**src/include/timer_pkg.sv**
```systemverilog
// constants, field positions, modes and bus carriers for the pulse and pwm timer
package timer_pkg;

  // register byte offsets, one aligned word each, data in the low byte
  localparam logic [7:0] CONTROL_ONE_OFFSET   = 8'h00;
  localparam logic [7:0] CONTROL_TWO_OFFSET   = 8'h04;
  localparam logic [7:0] STATUS_OFFSET        = 8'h08;
  localparam logic [7:0] COMPARE1_HIGH_OFFSET = 8'h0C;
  localparam logic [7:0] COMPARE1_LOW_OFFSET  = 8'h10;
  localparam logic [7:0] COMPARE2_HIGH_OFFSET = 8'h14;
  localparam logic [7:0] COMPARE2_LOW_OFFSET  = 8'h18;
  localparam logic [7:0] CAPTURE1_HIGH_OFFSET = 8'h1C;
  localparam logic [7:0] CAPTURE1_LOW_OFFSET  = 8'h20;
  localparam logic [7:0] CAPTURE2_HIGH_OFFSET = 8'h24;
  localparam logic [7:0] CAPTURE2_LOW_OFFSET  = 8'h28;
  localparam logic [7:0] COUNTER_HIGH_OFFSET  = 8'h2C;
  localparam logic [7:0] COUNTER_LOW_OFFSET   = 8'h30;

  // timer_control_one fields
  localparam int CAPTURE_IRQ_ENABLE_BIT   = 7;
  localparam int COMPARE_IRQ_ENABLE_BIT   = 6;
  localparam int COMPARE2_LEVEL_BIT       = 2;
  localparam int CAPTURE1_EDGE_SELECT_BIT = 1;
  localparam int COMPARE1_LEVEL_BIT       = 0;

  // timer_control_two fields
  localparam int COMPARE1_PIN_ENABLE_BIT  = 7;
  localparam int SINGLE_PULSE_SELECT_BIT  = 5;
  localparam int PWM_SELECT_BIT           = 4;
  localparam int TIMER_CLOCK_SELECT_LSB   = 2;
  localparam int CAPTURE2_EDGE_SELECT_BIT = 1;
  localparam int EXT_CLOCK_EDGE_BIT       = 0;

  // timer_status_reg fields
  localparam int CAPTURE1_FLAG_BIT = 7;
  localparam int COMPARE1_FLAG_BIT = 6;
  localparam int CAPTURE2_FLAG_BIT = 4;
  localparam int COMPARE2_FLAG_BIT = 3;

  // reset and reload values
  localparam logic [7:0]  CONTROL_RESET = 8'h00;
  localparam logic [15:0] COMPARE_RESET = 16'h8000;
  localparam logic [15:0] COUNTER_RESET = 16'hFFFC;
  localparam logic [15:0] COUNTER_RELOAD = 16'hFFFC;

  // timer_clock_select codes and divider terminal counts
  localparam logic [1:0] CLOCK_DIV4 = 2'h0;
  localparam logic [1:0] CLOCK_DIV2 = 2'h1;
  localparam logic [1:0] CLOCK_DIV8 = 2'h2;
  localparam logic [1:0] CLOCK_EXT  = 2'h3;
  localparam logic [2:0] DIV4_LAST  = 3'h3;
  localparam logic [2:0] DIV2_LAST  = 3'h1;
  localparam logic [2:0] DIV8_LAST  = 3'h7;

  typedef enum logic [1:0] {
    MODE_NORMAL,
    MODE_SINGLE,
    MODE_PWM
  } mode_type;

  typedef struct packed {
    logic        psel;
    logic        penable;
    logic        pwrite;
    logic [7:0]  paddr;
    logic [31:0] pwdata;
  } apb_req_type;

  typedef struct packed {
    logic [31:0] prdata;
    logic        pready;
    logic        pslverr;
  } apb_rsp_type;

endpackage

```
**src/hdl/timer_pulse_pwm.sv**
```systemverilog
// 16-bit timer with single pulse and pwm modes, apb register slave
// Function
// single_pulse_select makes capture 1 input and compare 1 output work as a pulse generator.
// single pulse trigger stores count, reloads FFFC, drives compare2 level, sets capture1 flag.
// capture1 flag from a trigger requests an interrupt when capture interrupts are enabled.
// capture flag clears after status read while set, then access to capture low byte.
// single pulse: counter equal to compare1 value drives compare1 level, ending pulse.
// software loads compare value as duration times timer rate minus five.
// single pulse never sets compare1 flag; compare2 flag still sets and interrupts.
// pwm select together with single pulse select gives pwm mode only.
// in pulse or pwm mode equal levels hold compare1 pin constant.
// pulse and pwm modes: no capture 1; capture 2 still loads value and flag.
// single pulse: compare2 still flags elapsed time but drives no waveform.
// pwm: compare2 sets period, compare1 sets pulse edge.
// pwm: new compare values reach shadows only at the compare2 match.
// compare high write blocks shadow transfer until low byte written.
// pwm comparison stays active despite a high byte write inhibit.
// pwm: pin takes compare1 level at compare1 match, compare2 level at compare2.
// pwm: compare2 match reloads counter with FFFC.
// pwm: compare1 and compare2 flags never set.
// pwm: compare2 match sets capture1 flag and interrupts when enabled and unmasked.
// timer runs in wait; an enabled timer interrupt wakes the device.
// halt freezes counter and registers; resume from held count, or reset value.
// capture edge in halt arms detection; halt exit sets flag and captures count.
// clock select gives cpu clock over four, two, eight, or external clock.
// single pulse trigger edge is chosen by capture1_edge_select.
// counter increments each timer tick and wraps when not reloaded.
module timer_pulse_pwm
  import timer_pkg::*;
(
  input  wire logic  clk,
  input  wire logic  rst_b,
  input  apb_req_type apb_req,
  output apb_rsp_type apb_rsp,
  input  wire logic  capture1_pin,
  input  wire logic  capture2_pin,
  input  wire logic  ext_clk_pin,
  input  wire logic  halt_state,
  input  wire logic  wait_state,
  input  wire logic  irq_mask,
  output logic       compare1_pin,
  output logic       compare1_pin_oe,
  output logic       timer_irq,
  output logic       wait_wake
);

  function automatic logic edge_hit(input logic prev, input logic cur, input logic rising);
    edge_hit = rising ? (cur & ~prev) : (~cur & prev);
  endfunction

  logic [7:0]  timer_control_one_q;
  logic [7:0]  timer_control_two_q;
  logic [15:0] compare1_value_q;
  logic [15:0] compare2_value_q;
  logic [15:0] shadow1_q;
  logic [15:0] shadow2_q;
  logic [1:0]  compare_lock_q;
  logic [15:0] count_q;
  logic [15:0] capture1_value_q;
  logic [15:0] capture2_value_q;
  logic [1:0]  capture_lock_q;
  logic [1:0]  capture_flag_q;
  logic [1:0]  compare_flag_q;
  logic [1:0]  capture_clr_arm_q;
  logic [1:0]  compare_clr_arm_q;
  logic [1:0]  halt_arm_q;
  logic        halt_prev_q;
  logic        pin_q;
  logic        irq_q;
  logic [1:0]  cap_meta_q;
  logic [1:0]  cap_sync_q;
  logic [1:0]  cap_prev_q;
  logic [31:0] rdata_q;
  logic        slverr_q;

  logic        tick;
  logic        running;
  logic        halt_exit;
  mode_type    mode;
  logic        level1;
  logic        level2;
  logic        cap1_edge;
  logic        cap2_edge;
  logic        normal_cap1;
  logic        trigger;
  logic        cap2_event;
  logic [15:0] ref1;
  logic [15:0] ref2;
  logic        match1;
  logic        match2;
  logic        period_end;
  logic [1:0]  capture_set;
  logic [1:0]  compare_set;
  logic [1:0]  capture_clr;
  logic [1:0]  compare_clr;
  logic        setup;
  logic        access;
  logic        wr;
  logic        rd;
  logic [7:0]  addr;
  logic [7:0]  wbyte;
  logic [31:0] rmux;
  logic        mapped;

  assign setup  = apb_req.psel & ~apb_req.penable;
  assign access = apb_req.psel & apb_req.penable;
  assign wr     = access & apb_req.pwrite;
  assign rd     = access & ~apb_req.pwrite;
  assign addr   = apb_req.paddr;
  assign wbyte  = apb_req.pwdata[7:0];

  assign level1 = timer_control_one_q[COMPARE1_LEVEL_BIT];
  assign level2 = timer_control_one_q[COMPARE2_LEVEL_BIT];

  // pwm select wins over single pulse select
  always_comb begin
    if (timer_control_two_q[PWM_SELECT_BIT]) begin
      mode = MODE_PWM;
    end else if (timer_control_two_q[SINGLE_PULSE_SELECT_BIT]) begin
      mode = MODE_SINGLE;
    end else begin
      mode = MODE_NORMAL;
    end
  end

  timer_tick_gen u_tick (
    .clk             (clk),
    .rst_b           (rst_b),
    .clock_select    (timer_control_two_q[TIMER_CLOCK_SELECT_LSB +: 2]),
    .ext_edge_rising (timer_control_two_q[EXT_CLOCK_EDGE_BIT]),
    .ext_clk_pin     (ext_clk_pin),
    .freeze          (halt_state),
    .tick            (tick)
  );

  // capture pins are asynchronous
  always_ff @(posedge clk) begin
    if (!rst_b) begin
      cap_meta_q <= 2'h0;
      cap_sync_q <= 2'h0;
      cap_prev_q <= 2'h0;
    end else begin
      cap_meta_q <= {capture2_pin, capture1_pin};
      cap_sync_q <= cap_meta_q;
      cap_prev_q <= cap_sync_q;
    end
  end

  assign running   = ~halt_state;
  assign halt_exit = halt_prev_q & ~halt_state;
  assign cap1_edge = edge_hit(cap_prev_q[0], cap_sync_q[0], timer_control_one_q[CAPTURE1_EDGE_SELECT_BIT]);
  assign cap2_edge = edge_hit(cap_prev_q[1], cap_sync_q[1], timer_control_two_q[CAPTURE2_EDGE_SELECT_BIT]);

  assign normal_cap1 = running & (mode == MODE_NORMAL) & cap1_edge & ~capture_lock_q[0];
  assign trigger     = running & (mode == MODE_SINGLE) & cap1_edge;
  assign cap2_event  = running & cap2_edge & ~capture_lock_q[1];

  // pwm compares against the shadows, other modes against the live values
  assign ref1 = (mode == MODE_PWM) ? shadow1_q : compare1_value_q;
  assign ref2 = (mode == MODE_PWM) ? shadow2_q : compare2_value_q;
  assign match1 = tick & (count_q == ref1) & ((mode == MODE_PWM) | ~compare_lock_q[0]);
  assign match2 = tick & (count_q == ref2) & ((mode == MODE_PWM) | ~compare_lock_q[1]);
  assign period_end = (mode == MODE_PWM) & match2;

  assign capture_set[0] = normal_cap1 | trigger | period_end | (halt_exit & halt_arm_q[0]);
  assign capture_set[1] = cap2_event | (halt_exit & halt_arm_q[1]);
  assign compare_set[0] = match1 & (mode == MODE_NORMAL);
  assign compare_set[1] = match2 & (mode != MODE_PWM);

  assign capture_clr[0] = access & (addr == CAPTURE1_LOW_OFFSET) & capture_clr_arm_q[0];
  assign capture_clr[1] = access & (addr == CAPTURE2_LOW_OFFSET) & capture_clr_arm_q[1];
  assign compare_clr[0] = access & (addr == COMPARE1_LOW_OFFSET) & compare_clr_arm_q[0];
  assign compare_clr[1] = access & (addr == COMPARE2_LOW_OFFSET) & compare_clr_arm_q[1];

  always_ff @(posedge clk) begin
    if (!rst_b) begin
      timer_control_one_q <= CONTROL_RESET;
      timer_control_two_q <= CONTROL_RESET;
    end else if (wr && addr == CONTROL_ONE_OFFSET) begin
      timer_control_one_q <= wbyte;
    end else if (wr && addr == CONTROL_TWO_OFFSET) begin
      timer_control_two_q <= wbyte;
    end
  end

  // compare values and the high-byte lock
  always_ff @(posedge clk) begin
    if (!rst_b) begin
      compare1_value_q <= COMPARE_RESET;
      compare2_value_q <= COMPARE_RESET;
      compare_lock_q   <= 2'h0;
    end else begin
      if (wr && addr == COMPARE1_HIGH_OFFSET) begin
        compare1_value_q[15:8] <= wbyte;
        compare_lock_q[0]      <= 1'b1;
      end
      if (wr && addr == COMPARE1_LOW_OFFSET) begin
        compare1_value_q[7:0] <= wbyte;
        compare_lock_q[0]     <= 1'b0;
      end
      if (wr && addr == COMPARE2_HIGH_OFFSET) begin
        compare2_value_q[15:8] <= wbyte;
        compare_lock_q[1]      <= 1'b1;
      end
      if (wr && addr == COMPARE2_LOW_OFFSET) begin
        compare2_value_q[7:0] <= wbyte;
        compare_lock_q[1]     <= 1'b0;
      end
    end
  end

  // shadows follow the live values outside pwm so a new pwm run starts cleanly
  always_ff @(posedge clk) begin
    if (!rst_b) begin
      shadow1_q <= COMPARE_RESET;
      shadow2_q <= COMPARE_RESET;
    end else if (mode != MODE_PWM || period_end) begin
      if (!compare_lock_q[0]) begin
        shadow1_q <= compare1_value_q;
      end
      if (!compare_lock_q[1]) begin
        shadow2_q <= compare2_value_q;
      end
    end
  end

  // trigger and period end reload; the reload offset is why software subtracts five
  always_ff @(posedge clk) begin
    if (!rst_b) begin
      count_q <= COUNTER_RESET;
    end else if (trigger || period_end) begin
      count_q <= COUNTER_RELOAD;
    end else if (tick) begin
      count_q <= count_q + 16'h0001;
    end
  end

  // capture registers; a high-byte read inhibits new edge captures until the low byte is accessed; trigger and halt-exit loads ignore it
  always_ff @(posedge clk) begin
    if (!rst_b) begin
      capture1_value_q <= 16'h0000;
      capture2_value_q <= 16'h0000;
      capture_lock_q   <= 2'h0;
    end else begin
      if (normal_cap1 || trigger || (halt_exit && halt_arm_q[0])) begin
        capture1_value_q <= count_q;
      end
      if (cap2_event || (halt_exit && halt_arm_q[1])) begin
        capture2_value_q <= count_q;
      end
      if (rd && addr == CAPTURE1_HIGH_OFFSET) begin
        capture_lock_q[0] <= 1'b1;
      end else if (access && addr == CAPTURE1_LOW_OFFSET) begin
        capture_lock_q[0] <= 1'b0;
      end
      if (rd && addr == CAPTURE2_HIGH_OFFSET) begin
        capture_lock_q[1] <= 1'b1;
      end else if (access && addr == CAPTURE2_LOW_OFFSET) begin
        capture_lock_q[1] <= 1'b0;
      end
    end
  end

  // capture 2 edges, and capture 1 edges in normal mode, seen while halted are held until the wake-up
  always_ff @(posedge clk) begin
    if (!rst_b) begin
      halt_arm_q  <= 2'h0;
      halt_prev_q <= 1'b0;
    end else begin
      halt_prev_q <= halt_state;
      if (halt_exit) begin
        halt_arm_q <= 2'h0;
      end else if (halt_state) begin
        halt_arm_q[0] <= halt_arm_q[0] | (cap1_edge & (mode == MODE_NORMAL));
        halt_arm_q[1] <= halt_arm_q[1] | cap2_edge;
      end
    end
  end

  // flags: a set in the clearing cycle wins
  always_ff @(posedge clk) begin
    if (!rst_b) begin
      capture_flag_q <= 2'h0;
      compare_flag_q <= 2'h0;
    end else begin
      capture_flag_q <= capture_set | (capture_flag_q & ~capture_clr);
      compare_flag_q <= compare_set | (compare_flag_q & ~compare_clr);
    end
  end

  // status read arms clearing only for flags it showed as set
  always_ff @(posedge clk) begin
    if (!rst_b) begin
      capture_clr_arm_q <= 2'h0;
      compare_clr_arm_q <= 2'h0;
    end else if (rd && addr == STATUS_OFFSET) begin
      capture_clr_arm_q <= capture_clr_arm_q | {rdata_q[CAPTURE2_FLAG_BIT], rdata_q[CAPTURE1_FLAG_BIT]};
      compare_clr_arm_q <= compare_clr_arm_q | {rdata_q[COMPARE2_FLAG_BIT], rdata_q[COMPARE1_FLAG_BIT]};
    end else begin
      capture_clr_arm_q <= capture_clr_arm_q & ~capture_clr;
      compare_clr_arm_q <= compare_clr_arm_q & ~compare_clr;
    end
  end

  // compare1 pin waveform
  always_ff @(posedge clk) begin
    if (!rst_b) begin
      pin_q <= 1'b0;
    end else if (mode != MODE_NORMAL && level1 == level2) begin
      pin_q <= level1;
    end else begin
      unique case (mode)
        MODE_SINGLE: begin
          if (trigger) begin
            pin_q <= level2;
          end else if (match1) begin
            pin_q <= level1;
          end
        end
        MODE_PWM: begin
          if (match2) begin
            pin_q <= level2;
          end else if (match1) begin
            pin_q <= level1;
          end
        end
        MODE_NORMAL: begin
          if (match1) begin
            pin_q <= level1;
          end
        end
      endcase
    end
  end

  assign compare1_pin    = pin_q;
  assign compare1_pin_oe = timer_control_two_q[COMPARE1_PIN_ENABLE_BIT];

  always_ff @(posedge clk) begin
    if (!rst_b) begin
      irq_q <= 1'b0;
    end else begin
      irq_q <= ~irq_mask & ((timer_control_one_q[CAPTURE_IRQ_ENABLE_BIT] & (|capture_flag_q))
                          | (timer_control_one_q[COMPARE_IRQ_ENABLE_BIT] & (|compare_flag_q)));
    end
  end

  assign timer_irq = irq_q;
  assign wait_wake = irq_q & wait_state;

  always_comb begin
    mapped = 1'b1;
    rmux   = 32'h0000_0000;
    unique case (addr)
      CONTROL_ONE_OFFSET:   rmux[7:0] = timer_control_one_q;
      CONTROL_TWO_OFFSET:   rmux[7:0] = timer_control_two_q;
      STATUS_OFFSET: begin
        rmux[CAPTURE1_FLAG_BIT] = capture_flag_q[0];
        rmux[COMPARE1_FLAG_BIT] = compare_flag_q[0];
        rmux[CAPTURE2_FLAG_BIT] = capture_flag_q[1];
        rmux[COMPARE2_FLAG_BIT] = compare_flag_q[1];
      end
      COMPARE1_HIGH_OFFSET: rmux[7:0] = compare1_value_q[15:8];
      COMPARE1_LOW_OFFSET:  rmux[7:0] = compare1_value_q[7:0];
      COMPARE2_HIGH_OFFSET: rmux[7:0] = compare2_value_q[15:8];
      COMPARE2_LOW_OFFSET:  rmux[7:0] = compare2_value_q[7:0];
      CAPTURE1_HIGH_OFFSET: rmux[7:0] = capture1_value_q[15:8];
      CAPTURE1_LOW_OFFSET:  rmux[7:0] = capture1_value_q[7:0];
      CAPTURE2_HIGH_OFFSET: rmux[7:0] = capture2_value_q[15:8];
      CAPTURE2_LOW_OFFSET:  rmux[7:0] = capture2_value_q[7:0];
      COUNTER_HIGH_OFFSET:  rmux[7:0] = count_q[15:8];
      COUNTER_LOW_OFFSET:   rmux[7:0] = count_q[7:0];
      default:              mapped = 1'b0;
    endcase
  end

  // read data sampled in setup so it comes from a flop in the access cycle
  always_ff @(posedge clk) begin
    if (!rst_b) begin
      rdata_q  <= 32'h0000_0000;
      slverr_q <= 1'b0;
    end else if (setup) begin
      rdata_q  <= apb_req.pwrite ? 32'h0000_0000 : rmux;
      slverr_q <= ~mapped;
    end
  end

  assign apb_rsp.prdata  = rdata_q;
  assign apb_rsp.pready  = access;
  assign apb_rsp.pslverr = access & slverr_q;

endmodule // timer_pulse_pwm

```
**src/hdl/timer_tick_gen.sv**
```systemverilog
// timer clock tick generator: cpu clock prescaler or synchronised external clock edge
module timer_tick_gen
  import timer_pkg::*;
(
  input  wire logic       clk,
  input  wire logic       rst_b,
  input  wire logic [1:0] clock_select,
  input  wire logic       ext_edge_rising,
  input  wire logic       ext_clk_pin,
  input  wire logic       freeze,
  output logic            tick
);

  logic [2:0] div_q;
  logic [2:0] div_last;
  logic       ext_meta_q;
  logic       ext_sync_q;
  logic       ext_prev_q;
  logic       ext_hit;
  logic       div_hit;

  always_comb begin
    unique case (clock_select)
      CLOCK_DIV4: div_last = DIV4_LAST;
      CLOCK_DIV2: div_last = DIV2_LAST;
      CLOCK_DIV8: div_last = DIV8_LAST;
      CLOCK_EXT:  div_last = 3'h0;
    endcase
  end

  // at or past the end so a shorter division picked mid-count does not wait for a wrap
  assign div_hit = (div_q >= div_last);
  assign ext_hit = ext_edge_rising ? (ext_sync_q & ~ext_prev_q) : (~ext_sync_q & ext_prev_q);


  assign tick = ~freeze & ((clock_select == CLOCK_EXT) ? ext_hit : div_hit);

  // prescaler holds in halt so counting resumes in phase
  always_ff @(posedge clk) begin
    if (!rst_b) begin
      div_q <= 3'h0;
    end else if (freeze) begin
      div_q <= div_q;
    end else if (div_hit || clock_select == CLOCK_EXT) begin
      div_q <= 3'h0;
    end else begin
      div_q <= div_q + 3'h1;
    end
  end

  // external clock is asynchronous, two flops before the edge detector
  always_ff @(posedge clk) begin
    if (!rst_b) begin
      ext_meta_q <= 1'b0;
      ext_sync_q <= 1'b0;
      ext_prev_q <= 1'b0;
    end else begin
      ext_meta_q <= ext_clk_pin;
      ext_sync_q <= ext_meta_q;
      ext_prev_q <= ext_sync_q;
    end
  end

endmodule // timer_tick_gen

```
**config.mk**
```make
export PLATFORM = sky130hd
export DESIGN_NAME = timer_pulse_pwm
export DESIGN_NICKNAME = d
export VERILOG_FILES = /design/src/include/timer_pkg.sv /design/src/hdl/timer_pulse_pwm.sv /design/src/hdl/timer_tick_gen.sv
export SDC_FILE = /design/constraint.sdc
export NUM_CORES = 1
export LEC_CHECK = 0
export ABC_AREA = 1
export BUFFER_PORTS_ARGS = -buffer_cell sky130_fd_sc_hd__buf_2
export CORE_MARGIN = 2
export CORE_UTILIZATION = 40
export CTS_CLUSTER_DIAMETER = 200
export DETAILED_ROUTE_END_ITERATION = 6
export PLACE_DENSITY = 0.57
export SKIP_LAST_GASP = 1
export SLEW_MARGIN = 20
export SYNTH_ARGS = -nofsm -noshare
export SYNTH_HDL_FRONTEND = slang
export SYNTH_SLANG_ARGS = --single-unit
```
**constraint.sdc**
```tcl
create_clock -name clk -period 2.1 [get_ports clk]
set_input_delay 0.105 -clock clk [delete_from_list [all_inputs] [get_ports clk]]
set_output_delay 0.105 -clock clk [all_outputs]
set_load 0.01 [all_outputs]
```
[After elaboration in Yosys (flattened, before gate mapping)]
Cells that the tools add are included.
Storage, ports and cells
  flip-flop bits (word level): 190
  input port bits: 51
  output and inout bits: 38
  word-level logic and storage cells: 197
Cells by class
  add/sub/neg operators: 2
  order comparisons: 1
  equality and inequality tests: 21
  mux-type cells: 27
  bitwise operators: 78
  reductions and logical operators: 36
Operator list (number)
  $pmux 2 s13: 2
  $and 1x1->1: 42
  $eq 8x6->1 const B: 5
  $pmux 3 s12: 1
  $eq 16x16->1: 2
  $eq 8x5->1 const B: 4
  $mux 16: 2
  $not 1->1: 17
  $add 16x1->16 const B: 1
  $eq 8x4->1 const B: 2
  $logic_and 1x1->1: 14
  $mux 1: 14
  $reduce_or 13->1: 1
  $pmux 1 s12: 1
  $pmux 3 s4: 1
  $reduce_or 2->1: 6
  $or 1x1->1: 9
  $and 2x2->2: 4
  $eq 8x3->1 const B: 1
  $logic_not 8->1: 1
  $mux 8: 1
  $or 2x2->2: 4
  $eq 2x2->1 const B: 3
  $logic_or 1x1->1: 6
  other kinds (12): 21

[Longest topological paths before layout]
Gate-level depths: netlist of run 1.
  depth after elaboration: 11
  mapped depth: 17
  mapped depth without buffers: 14

[Modules after synthesis]
A second synthesis of run 1 with hierarchy kept.
Unflattened totals
  cells, all modules: 1214
  area, all modules: 8270.4 um^2
Modules (own cells, without submodules)
  timer_pulse_pwm: instances 1, cells an instance 1160, area an instance 7905.1 um^2
  timer_tick_gen: instances 1, cells an instance 54, area an instance 365.4 um^2

[Worst setup path after synthesis of run 1]
No wires, ideal clock.
  path type: register -> register
  start point: reg timer_control_two_q[2]
  end point: reg count_q[13]
  setup time: 0.121 ns
  arrival: 1.807 ns
  data required time: 1.979 ns
  path slack: 0.172 ns
  cell stages (with the launch flop): 13
  clock period less this slack: 1.928 ns
  cell sequence: dfxtp_1 -> inv_1 -> nand2_1 -> ha_1 -> nand3b_1 -> nand4_1 -> nand2_2 -> nor2_1 -> nand2_1 -> nor3_1 -> nand3_1 -> nand2_1 -> nand3_1
On the way
  longest elaborated chain between the ends: 10
RTL lines
  from (decl): RTL line timer_pulse_pwm.sv:52  | logic [7:0] timer_control_two_q;
  from (signal assigned): RTL line timer_pulse_pwm.sv:182  | timer_control_two_q <= wbyte;
  $eq 2x2->1, or another cell as far along: RTL line timer_tick_gen.sv:23, timer_tick_gen.sv:36
  $pmux 3 s4: RTL line timer_tick_gen.sv:23  | unique case (clock_select)
  $ge 3x3->1: RTL line timer_tick_gen.sv:32  | assign div_hit = (div_q >= div_last);
  $mux 1 *: RTL line timer_tick_gen.sv:36  | assign tick = ~freeze & ((clock_select == CLOCK_EXT) ? ext_hit : div_hit);
  $and 1x1->1 *: RTL line timer_tick_gen.sv:36
  $and 1x1->1 (2 in a row): RTL line timer_pulse_pwm.sv:162  | assign match2 = tick & (count_q == ref2) & ((mode == MODE_PWM) | ~compare_lock_q[1]);
  $and 1x1->1: RTL line timer_pulse_pwm.sv:163  | assign period_end = (mode == MODE_PWM) & match2;
  $logic_or 1x1->1: RTL line timer_pulse_pwm.sv:231  | end else if (trigger || period_end) begin
  $reduce_or 2->1 (no source line)
  to (signal assigned): RTL line timer_pulse_pwm.sv:234  | count_q <= count_q + 16'h0001;
  to (decl): RTL line timer_pulse_pwm.sv:58  | logic [15:0] count_q;
Mark *: on every way between the ends. The rest lies on a longest branch, timed or not.
A chain may end at the register's enable or synchronous reset.

[Worst setup path in the final report of run 1]
  start point: reg timer_control_two_q[4]
  end point: reg count_q[15]
On the way
  longest elaborated chain between the ends: 9
RTL lines
  $mux 2 *: RTL line timer_pulse_pwm.sv:117  | if (timer_control_two_q[PWM_SELECT_BIT]) begin
  $eq 2x2->1: RTL line timer_pulse_pwm.sv:160, timer_pulse_pwm.sv:162, timer_pulse_pwm.sv:163
  $mux 16: RTL line timer_pulse_pwm.sv:160  | assign ref2 = (mode == MODE_PWM) ? shadow2_q : compare2_value_q;
  $eq 16x16->1: RTL line timer_pulse_pwm.sv:162
  $and 1x1->1 (2 in a row): RTL line timer_pulse_pwm.sv:162
  $and 1x1->1: RTL line timer_pulse_pwm.sv:163
  $logic_or 1x1->1 *: RTL line timer_pulse_pwm.sv:231
  $reduce_or 2->1 (no source line) *
Marks and branches as above.

==> results.sh, run 1 <==
export IMPL_status="complete, no violations"
export IMPL_place_area_um2=9070
export IMPL_seqCellArea_um2=3330
export IMPL_skew_ns=0.0149
export IMPL_p_leak_nw=4.71
export IMPL_criticalPathCategory="flip-flop to flip-flop"
export IMPL_r2r_slack_ns=0.04
export IMPL_fin_crit_sh_pct=98.0
export IMPL_cts_num_sinks=166
export IMPL_n_antenna_cell=0
export IMPL_final_max_slew_violation_count=0
export IMPL_slew_headroom_pct=63.6
export IMPL_syn_inst=1228
export IMPL_first_global_vias=7373
export IMPL_finish_instance_area_um2=10200
export IMPL_hold_start="apb_req[41]"
export IMPL_peakVddDrop_mv=0.450
export IMPL_grt_start_max_net_pins=91
export IMPL_multi_input_area_um2=4190
export IMPL_synth_most_common_cell="nand2_1"
export IMPL_hpwlAfterDp_um=20700
export IMPL_final_antenna_net_count=0
export IMPL_dieWidth_um=148
export IMPL_report_power_total_mw=6.71
export IMPL_die_area_um2=21800
export IMPL_synth_common_cells="nand2_1, dfxtp_1, o21ai_0"
export IMPL_netlist_cell_type_count=38
export IMPL_cp_arrival_ns=2.42
export IMPL_cts_made_buffers=17
export IMPL_synth_top_area_share_pct=40.2
export IMPL_rsz0062_at_grt="true"
export IMPL_p_per_area_nw_per_um2=655
export IMPL_tritoncts="built"
export IMPL_grt_usage_pct=26.1
export IMPL_fp_dieH_um=148
export IMPL_clockBufferDepth=2
export IMPL_dp_cells=1569
export IMPL_setup_viol=0
export IMPL_ys_async_sr_fraction_pct=0
export IMPL_stdcell_count=1636
export IMPL_end_kind="flip-flop"
export IMPL_num_vias=8456
export IMPL_std_cell_rows=52
export IMPL_layout_drive_gt1_share_pct=16.7
export IMPL_hold_path_end="rdata_q[3]"
export IMPL_setup_tns_ns=0
export IMPL_place_congestion=0.946
export IMPL_hold_path_depth=4
export IMPL_crit_path_start_kind="flip-flop"
export IMPL_n_fill_cell=2027
export IMPL_fin_nets=1409
export IMPL_antenna_found_initial=0
export IMPL_syn_avg_cell_area_um2=6.72
export IMPL_io_buffers=40
export IMPL_drc=0
export IMPL_cp_max_fo=11
export IMPL_synth_top_cell_by_area="dfxtp_1"
export IMPL_ys_flop_type="dfxtp_1"
export IMPL_grt_pass1_wl_um=42900
export IMPL_firstDrtPassIters=5
export IMPL_clk_pin_slew_ns=0.07
export IMPL_fmaxAchievable_mhz=486
export IMPL_yosysSeqAreaShare_pct=40.2
export IMPL_gr_total_overflow=0
export IMPL_synthTopCellsByArea="dfxtp_1, nand2_1, o21ai_0, a21oi_1, nor2_1"
export IMPL_totalWireLength_um=28600
export IMPL_r2r_end="count_q[15]"
export IMPL_netlist_area_um2=8260
export IMPL_critical_path_required_ns=2.46
export IMPL_num_io_pins=89
export IMPL_routedWlPerCell_um=17.5
export IMPL_root_buffer="clkbuf_16"
export IMPL_yosysWarnings=0
export IMPL_synth_edf_count=0
export IMPL_final_util_pct=50.6
export IMPL_clock_latency_ns=0.44
export IMPL_initial_utilization_pct=40.8
export IMPL_core_region_area_um2=20200
export IMPL_worst_pin_slew_ns=0.546
export IMPL_drv_cap=0
export IMPL_vias_per_cell=5.17
export IMPL_r2r_start="timer_control_two_q[4]"
export IMPL_hp_class="input pin to flip-flop"
export IMPL_r2r_cells=15
export IMPL_ctsHtreeMaxLevel=4
export IMPL_syn_to_final_growth_pct=23.9
export IMPL_drt_iter0_drc=929
export IMPL_layout_min_cycle_time_ns=2.06
export IMPL_synth_seq_cells=166
export IMPL_finalHoldViolations=0
==> final cells by class <==
class / count / area share [%]
repair inverters: 1 / 0.110
well taps: 270 / 3.30
clock buffers: 17 / 4.16
multi-input cells: 881 / 41.0
clock inverters: 15 / 1.74
repair buffers: 151 / 11.7
inverters: 135 / 5.49
flip-flops and latches: 166 / 32.5
==> through the flow <==
stage               hold slack (ns)  setup WS (ns)
detailed placement            0.272        -0.0371
floorplan                     0.183          0.172
finish                       0.0859         0.0417
global route                  0.115        -0.0618
global placement              0.273        -0.0328
CTS                          0.0717       -0.00541
==> registers in the layout (all words and copies together) (netlist names), 3 cells and up <==
name / cells
shadow2_q: 16
rdata_q: 8
compare1_value_q: 16
capture2_value_q: 16
compare2_value_q: 16
timer_control_two_q: 8
capture1_value_q: 16
count_q: 16
u_tick.div_q: 3
timer_control_one_q: 8
shadow1_q: 16
==> how the worst max path moves through the flow <==
stage          slack, ns                    from         endpoint  depth (start not counted)
2_1_floorplan       0.17  timer_control_two_q[2]      count_q[13]                         12
3_3_place_gp       -0.03  timer_control_two_q[2]      count_q[11]                         13
3_5_place_dp       -0.04  timer_control_two_q[2]       count_q[5]                         13
4_1_cts           -0.005  timer_control_two_q[2]  u_tick.div_q[2]                         11
5_1_grt            -0.06  timer_control_two_q[4]     shadow2_q[7]                         13
6_report            0.04  timer_control_two_q[4]      count_q[15]                         15
==> routing by layer <==
layer | GRT usage [%] | part of all wire, %
met1 | 39.3 | 47
met2 | 37.9 | 42
met3 | 4.10 | 8.4
met4 | 8.13 | 2.7
met5 | 0 | 0
==> report_power, final <==
group	internal [mW]	switching [mW]
clock	1.61	1.57
sequential	3.18	0.0179
combinational	0.115	0.213
==> critical path: stages (launching register included) <==
cell and delay, ns:
dfxtp_4 0.37, buf_12 0.16, buf_4 0.14, nand2_1 0.06, nand2_1 0.06, nand2_1 0.05, nand2_1 0.06, nor2_2 0.13
nand2_2 0.07, nor2_4 0.16, nand4_1 0.14, nand2_1 0.12, nor2_1 0.06, buf_4 0.15, buf_8 0.14, o211ai_1 0.09
==> cells by family after synthesis <==
family / synth area share [%]
DFF: 40.2
AOI/OAI and AO/OA: 18.0
xor gates and xnor gates: 0.530
buffers and inverters: 11.8
adders and majority gates: 0.758
other: 0.0454
and+or+nand+nor: 28.7
==> placed cells by master (no fill, tap or decap), types with 4 or more instances in the layout <==
master / count
a21oi_1: 111
buf_12: 4
buf_2: 40
buf_4: 85
buf_6: 4
clkbuf_16: 19
clkinv_1: 4
clkinv_8: 6
conb_1: 24
dfxtp_1: 163
dlygate4sd3_1: 14
inv_1: 125
inv_8: 5
nand2_1: 293
nand2_2: 18
nand3_1: 71
nand3_2: 6
nand4_1: 17
nor2_1: 127
nor2_2: 12
nor3_1: 6
o211ai_1: 11
o21ai_0: 121
o21ai_1: 17
o22ai_1: 13
xor2_1: 5
==> timing repair <==
item	in CTS	in global routing
hold buffers	14	0
pin swaps	4	11
setup endpoints to repair	33	67
endpoints found under the hold margin	18	0
setup buffers	5	12
gates resized for setup	4	62
gates cloned	0	4
No activity file was read; power rests on OpenSTA's default activity.
==> run 2, diff against run 1 <==
Settings changed: ABC_AREA 1 to default.
==> results.sh, run 2 <==
export IMPL_final_antenna_net_count=0
export IMPL_clock_latency_ns=0.43
export IMPL_layout_min_cycle_time_ns=2.65
export IMPL_crit_path_start_kind="flip-flop"
export IMPL_cp_arrival_ns=3.00
export IMPL_routedWlPerCell_um=20.3
export IMPL_layout_common_cells="dfxtp_1, nand2_1, buf_4, mux2i_1, nor2_1"
export IMPL_setup_viol=53
export IMPL_cts_made_buffers=17
export IMPL_syn_inst=961
export IMPL_grt_pass1_wl_um=42700
export IMPL_clockBufferDepth=2
export IMPL_postLayoutSetupSlackWorst_ns=-0.549
export IMPL_n_antenna_cell=0
export IMPL_antenna_found_initial=0
export IMPL_grt_usage_pct=26.2
export IMPL_hp_class="input pin to flip-flop"
export IMPL_first_global_vias=7119
export IMPL_netlist_area_um2=8140
export IMPL_ctsHtreeMaxLevel=4
export IMPL_r2r_slack_ns=-0.55
export IMPL_grt_start_max_net_pins=74
export IMPL_drv_cap=0
export IMPL_io_buffers=40
export IMPL_layout_drive_gt1_share_pct=25.1
export IMPL_std_cell_rows=52
export IMPL_finish_instance_area_um2=10400
export IMPL_netlist_cell_type_count=65
export IMPL_num_vias=7683
export IMPL_num_io_pins=89
export IMPL_fp_dieH_um=147
export IMPL_n_fill_cell=1927
export IMPL_synth_edf_count=0
export IMPL_clk_pin_slew_ns=0.07
export IMPL_place_congestion=0.935
export IMPL_fmaxAchievable_mhz=377
export IMPL_status="finished, violations left"
export IMPL_holdWs_ns=0.0449
export IMPL_criticalPathCategory="flip-flop to flip-flop"
export IMPL_die_area_um2=21500
export IMPL_fin_nets=1176
export IMPL_peakVddDrop_mv=0.559
export IMPL_p_leak_nw=4.28
export IMPL_root_buffer="clkbuf_16"
export IMPL_synth_top_area_share_pct=40.8
export IMPL_finalHoldViolations=0
export IMPL_cts_num_sinks=166
export IMPL_p_per_area_nw_per_um2=625
export IMPL_place_area_um2=9520
export IMPL_synth_common_cells="dfxtp_1, nand2_1, mux2i_1"
export IMPL_tritoncts="built"
export IMPL_worst_pin_slew_ns=0.699
export IMPL_cp_max_fo=12
export IMPL_initial_utilization_pct=40.5
export IMPL_yosysSeqAreaShare_pct=40.8
export IMPL_layout_commonest_cell="dfxtp_1"
export IMPL_firstDrtPassIters=5
export IMPL_ys_async_sr_fraction_pct=0
export IMPL_vias_per_cell=5.48
export IMPL_synth_most_common_cell="dfxtp_1"
export IMPL_syn_to_final_growth_pct=28.4
export IMPL_rsz0062_at_grt="true"
export IMPL_slew_headroom_pct=53.4
export IMPL_totalWireLength_um=28500
export IMPL_core_region_area_um2=20100
export IMPL_gr_total_overflow=0
export IMPL_ys_flop_type="dfxtp_1"
export IMPL_dieWidth_um=147
export IMPL_synthTopCellsByArea="dfxtp_1, mux2i_1, nand2_1, a21oi_1, a22oi_1"
export IMPL_skew_ns=0.0128
export IMPL_drt_iter0_drc=739
export IMPL_drc=0
export IMPL_synth_top_cell_by_area="dfxtp_1"
export IMPL_critical_path_required_ns=2.45
export IMPL_yosysWarnings=0
export IMPL_end_kind="flip-flop"
export IMPL_final_max_slew_violation_count=0
export IMPL_syn_avg_cell_area_um2=8.47
export IMPL_violations="negative setup slack"
export IMPL_synth_seq_cells=166
export IMPL_fin_crit_sh_pct=126
export IMPL_hpwlAfterDp_um=20500
run 2: cell types whose count changed after synthesis, moves of 13 or more:
cell,delta
nor2_1,-50
clkbuf_1,+33
mux2i_1,+95
o21ai_0,-117
nand3_1,-23
xor2_1,+21
and2_1,+13
a21oi_1,-47
a22oi_1,+42
xnor2_1,+14
nand2_1,-152
inv_1,-113
run 2: logic make-up (layout without fill, tap and decap cells):
group / count (synthesis) / in the layout / share of synthesized area, %
compound gates: 174 / 174 / 14.3
xor+xnor: 40 / 40 / 4.30
fa+ha+maj: 5 / 5 / 0.769
buf+inv: 112 / 261 / 6.99
flops: 166 / 166 / 40.8
mux: 97 / 97 / 12.0
other cells: 1 / 24 / 0.0461
simple gates: 366 / 366 / 20.8
run 2: power by group:
part           total [mW]  internal (mW)  switching [mW]
registers            3.19           3.17          0.0159
logic               0.350          0.124           0.226
clock network        2.99           1.60            1.40
total                6.53           4.89            1.64
run 2: path summary, 6_finish.rpt:
check	cells after the start	from	to
worst max-delay path	10	timer_control_two_q[2]	shadow1_q[3]
worst min-delay path	3	rst_b	shadow1_q[7]
worst max register to register	10	timer_control_two_q[2]	shadow1_q[3]
worst min register to register	1	cap_meta_q[0]	cap_sync_q[0]
run 2: cell type report:
cell class | count | area (µm²) | area share (%)
sequential | 166 | 3330 | 31.9
clock inverter | 12 | 91.3 | 0.874
clock buffer | 20 | 457 | 4.37
tap | 270 | 338 | 3.23
multi-input combinational | 706 | 4480 | 42.9
inverter | 18 | 68.8 | 0.659
timing repair buffer | 211 | 1680 | 16.0
run 2: metal layers:
metal	track usage, %	vias up	wire (µm)
li1	-	3638	-
met5	0	-	0
met3	5.94	54	2220
met2	40.5	320	12900
met4	11.6	0	1060
met1	35.0	3671	12400
run 2: critical path, stage by stage, from the launching register on:
cell and delay [ns]:
dfxtp_4 0.37, nand2b_4 0.15, ha_4 0.25, o21ai_2 0.06
o21ai_4 0.21, nand4_1 0.14, or4_4 0.54, or2_4 0.31
a21oi_4 0.18, buf_12 0.18, mux2i_1 0.19
run 2: timing repair:
action                                 in CTS  in global routing
endpoints found under the hold margin       4                  0
setup buffers                               3                 10
pin swaps                                   3                  5
setup endpoints to repair                  69                 69
hold buffers                                4                  0
gates resized for setup                    12                 27
gates cloned                                0                  2
run 2: per-stage QoR:
stage	setup TNS (ns)	total power, mW	setup slack, ns	cells	util (%)
CTS	-24.32	6.53	-0.541	1391	50.6
global placement	-29.12	3.58	-0.567	1352	47.3
floorplan	-20.51	3.46	-0.495	984	-
global route	-29.05	6.73	-0.630	1403	52.0
finish	-25.03	6.53	-0.549	1403	52.0
detailed placement	-31.21	3.58	-0.640	1352	47.3
